===== config.mk =====
export PLATFORM = sky130hd
export DESIGN_NAME = perb_builder
export DESIGN_NICKNAME = d
export VERILOG_FILES = /design/src/perb_pkg.sv /design/src/perb_builder.sv /design/src/perb_counter.sv
export VERILOG_INCLUDE_DIRS = /design/src /design/src/src
export SDC_FILE = /design/constraint.sdc
export NUM_CORES = 1
export LEC_CHECK = 0
export BUFFER_PORTS_ARGS = -buffer_cell sky130_fd_sc_hd__buf_2
export CAP_MARGIN = 20
export CORE_AREA = 5 5 261 263
export DETAILED_ROUTE_END_ITERATION = 8
export DIE_AREA = 0 0 266 268
export HOLD_SLACK_MARGIN = 0.02
export PLACE_DENSITY_LB_ADDON = 0.15
export SETUP_SLACK_MARGIN = 0.4
export SLEW_MARGIN = 0
export SYNTH_ARGS = -nofsm -noshare
export SYNTH_HDL_FRONTEND = slang
export SYNTH_SLANG_ARGS = --single-unit
export TNS_END_PERCENT = 1

===== constraint.sdc =====
create_clock -name mclk -period 3.9 [get_ports mclk]
set_clock_uncertainty 0.2 [all_clocks]
set_input_delay 1.17 -clock mclk [delete_from_list [all_inputs] [get_ports mclk]]
set_output_delay 1.17 -clock mclk [all_outputs]
set_load 0.03 [all_outputs]

===== src/perb_consts.svh =====
// constants for the profiling event record builder
`ifndef PERB_CONSTS_SVH
`define PERB_CONSTS_SVH
`define PERB_EVT_VALUE 8'h01
`define PERB_EVT_INSTR 8'h02
`define PERB_EVT_BRANCH 8'h03
`define PERB_BIT_FUSED 4
`define PERB_BIT_PRED_VALID 5
`define PERB_BIT_PRED_OK 6
`define PERB_BIT_TAKEN 7
`define PERB_CNT_W 32
`define PERB_CNT_RESET 32'h0000_0000
`endif


===== src/perb_pkg.sv =====
// types shared by the profiling event record builder
package perb_pkg;
	// one retirement event from the pipeline
	typedef struct packed {
		logic valid;
		logic user_whole;
		logic enters_user;
		logic is_value_sample;
		logic is_branch;
		logic is_far_or_system;
		logic fused;
		logic taken;
		logic unconditional;
		logic pred_valid;
		logic pred_ok;
		logic legacy_mode;
		logic [63:0] instr_addr;
		logic [63:0] cond_addr;
		logic [63:0] next_addr;
		logic [15:0] imm;
		logic [31:0] rm_value;
		logic [63:0] reg_value;
	} perb_retire_s;
	// one complete 32-byte record
	typedef struct packed {
		logic [63:0] timestamp;
		logic [63:0] data2;
		logic [63:0] addr;
		logic [31:0] data1;
		logic [15:0] flags;
		logic [7:0] core_tag;
		logic [7:0] event_type_code;
	} perb_record_s;
	typedef enum logic [2:0] {
		PERB_NONE = 3'b001,
		PERB_PEND = 3'b010,
		PERB_HOLD = 3'b100
	} perb_state_e;
endpackage

===== src/perb_builder.sv =====
// event record builder for value samples, retirements and branches
`include "perb_consts.svh"
module perb_builder (
	input wire logic mclk,
	input wire logic srst,
	input wire perb_pkg::perb_retire_s retire,
	input wire logic [7:0] core_tag,
	input wire logic timestamp_enable_flag,
	input wire logic [63:0] perf_timestamp_counter,
	input wire logic load_value_cnt,
	input wire logic load_instr_cnt,
	input wire logic load_branch_cnt,
	input wire logic [31:0] load_value,
	output perb_pkg::perb_record_s record,
	output logic record_valid
);
	perb_pkg::perb_retire_s held;
	logic [1:0] dec_value;
	logic [1:0] dec_instr;
	logic [1:0] dec_branch;
	logic ovf_value;
	logic ovf_instr;
	logic ovf_branch;
	logic user_ok;
	logic [7:0] core_tag_q;
	logic ts_en_q;
	logic [63:0] ts_q;

	////////////////////////////////////////////////////////////////////////
	// qualification of retirements
	// user level only
	assign user_ok = retire.valid && retire.user_whole && !retire.enters_user;
	assign dec_value = (retire.valid && retire.is_value_sample) ? 2'h1 : 2'h0;
	// all user instructions, fused counts two
	assign dec_instr = !user_ok ? 2'h0 : (retire.fused ? 2'h2 : 2'h1);
	assign dec_branch = (retire.valid && retire.is_branch &&
		!retire.is_far_or_system) ? 2'h1 : 2'h0;

	////////////////////////////////////////////////////////////////////////
	// three event counters
	perb_counter u_value_cnt (
		.mclk(mclk),
		.srst(srst),
		.load(load_value_cnt),
		.load_value(load_value),
		.dec(dec_value),
		.overflow(ovf_value)
	);
	perb_counter u_instr_cnt (
		.mclk(mclk),
		.srst(srst),
		.load(load_instr_cnt),
		.load_value(load_value),
		.dec(dec_instr),
		.overflow(ovf_instr)
	);
	perb_counter u_branch_cnt (
		.mclk(mclk),
		.srst(srst),
		.load(load_branch_cnt),
		.load_value(load_value),
		.dec(dec_branch),
		.overflow(ovf_branch)
	);

	////////////////////////////////////////////////////////////////////////
	// retirement and context held one cycle to meet the overflow flags
	always_ff @(posedge mclk) begin
		if (srst) begin
			held <= '0;
			core_tag_q <= 8'h00;
			ts_en_q <= 1'b0;
			ts_q <= 64'h0;
		end else begin
			held <= retire;
			core_tag_q <= core_tag;
			ts_en_q <= timestamp_enable_flag;
			ts_q <= perf_timestamp_counter;
		end
	end

	////////////////////////////////////////////////////////////////////////
	// record assembly; priority value sample, then branch, then retired
	always_ff @(posedge mclk) begin
		if (srst) begin
			record <= '0;
			record_valid <= 1'b0;
		end else begin
			record_valid <= ovf_value || ovf_instr || ovf_branch;
			record <= '0;
			record.core_tag <= core_tag_q;
			record.timestamp <= ts_en_q ? ts_q : 64'h0;
			if (ovf_value) begin
				record.event_type_code <= `PERB_EVT_VALUE;
				record.flags <= held.imm;
				record.data1 <= held.rm_value;
				record.addr <= held.instr_addr;
				record.data2 <= held.legacy_mode ?
					{32'h0, held.reg_value[31:0]} : held.reg_value;
			end else if (ovf_branch) begin
				record.event_type_code <= `PERB_EVT_BRANCH;
				record.addr <= held.fused ? held.cond_addr : held.instr_addr;
				record.flags[8+`PERB_BIT_FUSED] <= held.fused;
				record.flags[8+`PERB_BIT_PRED_VALID] <= held.pred_valid;
				record.flags[8+`PERB_BIT_PRED_OK] <= held.pred_valid &&
					(held.pred_ok || held.unconditional);
				record.flags[8+`PERB_BIT_TAKEN] <= held.taken ||
					held.unconditional;
				record.data2 <= held.next_addr;
			end else if (ovf_instr) begin
				record.event_type_code <= `PERB_EVT_INSTR;
				record.addr <= held.fused ? held.cond_addr : held.instr_addr;
			end
		end
	end
endmodule


===== src/perb_counter.sv =====
// down counter that flags when it goes negative
`include "perb_consts.svh"
module perb_counter (
	input wire logic mclk,
	input wire logic srst,
	input wire logic load,
	input wire logic [31:0] load_value,
	input wire logic [1:0] dec,
	output logic overflow
);
	logic [31:0] count;
	logic [32:0] diff;
	assign diff = {1'b0, count} - {31'h0, dec};
	// decrement and detect the step below zero
	always_ff @(posedge mclk) begin
		if (srst) begin
			count <= `PERB_CNT_RESET;
			overflow <= 1'b0;
		end else if (load) begin
			count <= load_value;
			overflow <= 1'b0;
		end else begin
			count <= diff[31:0];
			overflow <= (dec != 2'h0) && !count[31] && diff[31];
		end
	end
endmodule


==> results.toml <==
[status]
status = "finished clean"

[route]
totalWireLength_mm = 72.36
post_drt_wl_per_cell_um = 19.75
drcViolationCount = 0
avgViaCountPerCell = 4.694
routed-via-count = 17200
first_iter_violations = 964
route.antenna.remaining_nets = 0
drt_pre_antenna_iters = 5

[hold_path]
min_path_type = "register to register"
hp-start = "ts_q[8]"
whs_path_depth = 1
min_to = "record[200]"

[grt]
wire_length_of_the_first_global_routing_pass_mm = 105.3
grt_start_max_net_pins = 155
grt_antenna_before_repair = 38
grt_pass1_vias = 17150
globalRouteTotalUtil = 0.1905
gr-total-overflow = 0

[yosys]
synthesized_flop_and_latch_total = 733
synth_async_sr_flop_share = 0
top_area_cells_in_the_synthesized_netlist = "sky130_fd_sc_hd__dfxtp_1 (64%), sky130_fd_sc_hd__nor2b_1 (11%), sky130_fd_sc_hd__a22o_1 (4.9%), sky130_fd_sc_hd__and2_1 (3.0%), sky130_fd_sc_hd__o31a_1 (2.2%)"
synth_sequential_area_ratio = 0.6377
number_of_flops_mapped_to_enable_cells_by_yosys = 0
post_synth_top_area_share = 0.6377
dominantRegCellSynth = "sky130_fd_sc_hd__dfxtp_1"
netlist-cell-type-count = 55
yosysTopAreaCell = "sky130_fd_sc_hd__dfxtp_1"
postSynthCellCount = 2054
synth_area_mm2 = 0.02301
ys_warn_count = 0
synthesis.area_per_instance_um2 = 11.20

[worst_setup_path]
series_of_cell_instances_along_the_critical_path = "buf_4, nor3_4, ha_2, inv_1, fa_2, or4_4, or4_4, o31a_1, o31a_1"
worstPathMaxFanout = 6
crit_path_max_incr_delay_ps = 590
rr_worst_depth = 8
setup.worst_path.start_class = "input pin"
reg2reg_to = "u_instr_cnt.count[26]"
required_ps = 4190
master_of_the_slowest_instance_on_the_critical_path = "sky130_fd_sc_hd__or4_4"
data_arrival_at_the_endpoint_of_the_critical_path_ps = 3750
worstPathBufferInverterCount = 2
critPathCaptureType = "register"
critical-path-top-delay-family = "simple AND/OR/NAND/NOR gates"
regToRegStartpoint = "u_instr_cnt.count[0]"
reg2reg_slack_ps = 1040
critical_path_class = "input pin to register"

[floorplanning]
floorplan.core_area_mm2 = 0.06539
chipHeight_um = 268
die_area_mm2 = 0.07129
start_util = 0.3519
num_io_pins = 683
floorplan.rows = 94
die_width_um = 266

[cts]
cts.clk_slew.worst_paths_ps = 60
max-clock-path-buffers = 3
cts_num_sinks = 733
clock_insertion_delay_worst_skew_ps = 610
tritoncts = "done"
ctsHtreeMaxLevel = 3
cts_hold_buf = 0
clock-root-buffer = "sky130_fd_sc_hd__clkbuf_16"
cts_made_buffers = 79

[power]
power.ir.vdd_worst_v = 0.0003319
p_leak_nw = 13.42
cellPowerDensity_mw_per_mm2 = 546.5
finalPower_mw = 16.48

[timing]
timing.fmax_ghz = 0.2888
finalWorstPathRequiredPeriod_ps = 3463
slew_limit_headroom = 0.3779
rsz_0062_raised_after_global_routing = "no"
timing.setup.tns_ps = 0
worst-slew-pin-transition_ps = 932.1
final-max-slew-violation-count = 0
finalSetupViolCount = 0
finalHoldViolations = 0
min_period_over_period = 0.8879

[finish]
area_of_the_multi_input_gates_mm2 = 0.007715
final_core_density = 0.4612
post_route_cells_drive_above_1_share = 0.3136
post_layout_nets = 3152
layout.area.seq_mm2 = 0.01467
area_growth_pct = 31.06
number_of_fillers_in_the_final_layout = 6299

[job]
max-cap-violations = 0

[placement]
place_congestion = 0.8571
port_buffers = 676
detailed_place_hpwl_mm = 52.89
-- cell families (layout without fill, tap and decap cells) --
| kind of cell | count (synthesis) | in the layout | share of synthesized area |
|---|---|---|---|
| adder cells (fa/ha/maj) | 7 | 7 | 0.004132 |
| XOR/XNOR | 27 | 27 | 0.01028 |
| multiplexers | 1 | 1 | 0.0004350 |
| AND/OR/NAND/NOR | 752 | 753 | 0.1978 |
| flip-flops | 733 | 733 | 0.6377 |
| other | 1 | 28 | 0.0001630 |
| AO/OA/AOI/OAI | 356 | 356 | 0.1187 |
| buffers and inverters | 177 | 894 | 0.03077 |
-- placed cells by master (no fill, tap or decap), types with 17 or more instances in the layout --
master                        n
sky130_fd_sc_hd__nor3_1      21
sky130_fd_sc_hd__buf_2      674
sky130_fd_sc_hd__xnor2_1     17
sky130_fd_sc_hd__a21oi_1     58
sky130_fd_sc_hd__clkbuf_16   80
sky130_fd_sc_hd__dfxtp_1    733
sky130_fd_sc_hd__and2_1     109
sky130_fd_sc_hd__a22o_1     130
sky130_fd_sc_hd__o31a_1      58
sky130_fd_sc_hd__nor2_1      52
sky130_fd_sc_hd__nand2_1     23
sky130_fd_sc_hd__inv_1       36
sky130_fd_sc_hd__diode_2     22
sky130_fd_sc_hd__o21ai_0     17
sky130_fd_sc_hd__clkbuf_8    17
sky130_fd_sc_hd__buf_4       38
sky130_fd_sc_hd__nor4_1      46
sky130_fd_sc_hd__or4_1       19
sky130_fd_sc_hd__nor2b_1    394
sky130_fd_sc_hd__a21o_1      29
sky130_fd_sc_hd__or3_1       20
-- registers in the layout (all words and copies together), names as in the netlist --
name,cells
u_instr_cnt.count,32
u_value_cnt.count,32
ts_en_q,1
u_instr_cnt.overflow,1
ts_q,64
u_branch_cnt.overflow,1
record,250
u_value_cnt.overflow,1
held,310
record_valid,1
u_branch_cnt.count,32
core_tag_q,8
-- how the worst max path moves through the flow --
| stage | from | end | cells after the start |
|---|---|---|---|
| 6_report | retire[309] | u_instr_cnt.count[26] | 9 |
| 5_1_grt | retire[309] | u_instr_cnt.count[26] | 9 |
| 4_1_cts | retire[315] | u_instr_cnt.count[28] | 10 |
| 3_5_place_dp | retire[315] | u_instr_cnt.count[28] | 10 |
| 3_3_place_gp | retire[315] | u_instr_cnt.count[28] | 10 |
| 2_1_floorplan | retire[315] | u_instr_cnt.count[28] | 11 |
-- cell type report --
| type | count | area share |
|---|---|---|
| Antenna cell | 22 | 0.001825 |
| Clock buffer | 111 | 0.07588 |
| Clock inverter | 28 | 0.01382 |
| Inverter | 36 | 0.004481 |
| Multi-Input combinational cell | 1150 | 0.2558 |
| Sequential cell | 733 | 0.4866 |
| Tap cell | 864 | 0.03584 |
| Timing Repair Buffer | 719 | 0.1258 |
-- report_power, final --
part	switching [mW]	internal, mW
Sequential	0.129	7.79
Clock	3.01	4.64
Combinational	0.481	0.436
Total	3.62	12.9
-- metal layers --
layer  routed length (µm)  up-vias  global-route usage
met5                  184        -            0.007251
met4                 2246       28             0.07945
met3                 5847      164             0.06308
met2                34940      543              0.3154
met1                29140     8134              0.2287
li1                     -     8326                   -
-- stage by stage --
step                      cell area (µm²)  worst slack [ps]  hold slack (ps)  cells
after global routing                30150             408.7            231.2   3658
after floorplan                     23040            -104.2            191.8   2059
final                               30160             437.4            214.1   3663
after detailed placement            27350            -239.9            209.7   3499
after global placement              27350            -215.3            200.3   3499
after CTS                           30060             412.8            210.5   3638
-- Yosys cell counts (4+ instances only) --
cell,instances
sky130_fd_sc_hd__o31a_1,58
sky130_fd_sc_hd__a211oi_1,9
sky130_fd_sc_hd__or4_1,20
sky130_fd_sc_hd__nor2_1,53
sky130_fd_sc_hd__and2_1,109
sky130_fd_sc_hd__dfxtp_1,733
sky130_fd_sc_hd__nand2_1,24
sky130_fd_sc_hd__ha_1,6
sky130_fd_sc_hd__a21o_1,30
sky130_fd_sc_hd__a221oi_1,5
sky130_fd_sc_hd__nand4b_1,5
sky130_fd_sc_hd__nand2b_1,4
sky130_fd_sc_hd__o31ai_1,11
sky130_fd_sc_hd__nor3b_1,4
sky130_fd_sc_hd__a21oi_1,58
sky130_fd_sc_hd__nor3_1,22
sky130_fd_sc_hd__nor2b_1,397
sky130_fd_sc_hd__buf_4,6
sky130_fd_sc_hd__a31oi_1,13
sky130_fd_sc_hd__a22o_1,130
sky130_fd_sc_hd__buf_2,5
sky130_fd_sc_hd__clkbuf_1,118
sky130_fd_sc_hd__xnor2_1,17
sky130_fd_sc_hd__xor2_1,10
sky130_fd_sc_hd__o21ai_0,18
sky130_fd_sc_hd__or3_1,20
sky130_fd_sc_hd__nand4_1,10
sky130_fd_sc_hd__buf_1,10
sky130_fd_sc_hd__inv_1,36
sky130_fd_sc_hd__nor4_1,47
sky130_fd_sc_hd__or2_2,9
sky130_fd_sc_hd__nand3_1,13
sky130_fd_sc_hd__a311oi_1,10
-- what timing repair did --
action | 4_1_cts | 5_1_grt
buffers inserted | 0 | 2
setup endpoints to repair | 0 | 5
resized for setup | 0 | 9
-- worst reg2reg max path, cell delays in order (launching register included) --
cell,delay [ps]
sky130_fd_sc_hd__dfxtp_1,290
sky130_fd_sc_hd__inv_1,50
sky130_fd_sc_hd__ha_2,170
sky130_fd_sc_hd__inv_1,50
sky130_fd_sc_hd__fa_2,340
sky130_fd_sc_hd__or4_4,530
sky130_fd_sc_hd__or4_4,590
sky130_fd_sc_hd__o31a_1,300
sky130_fd_sc_hd__o31a_1,230
Power figures use the tool's default switching activity.
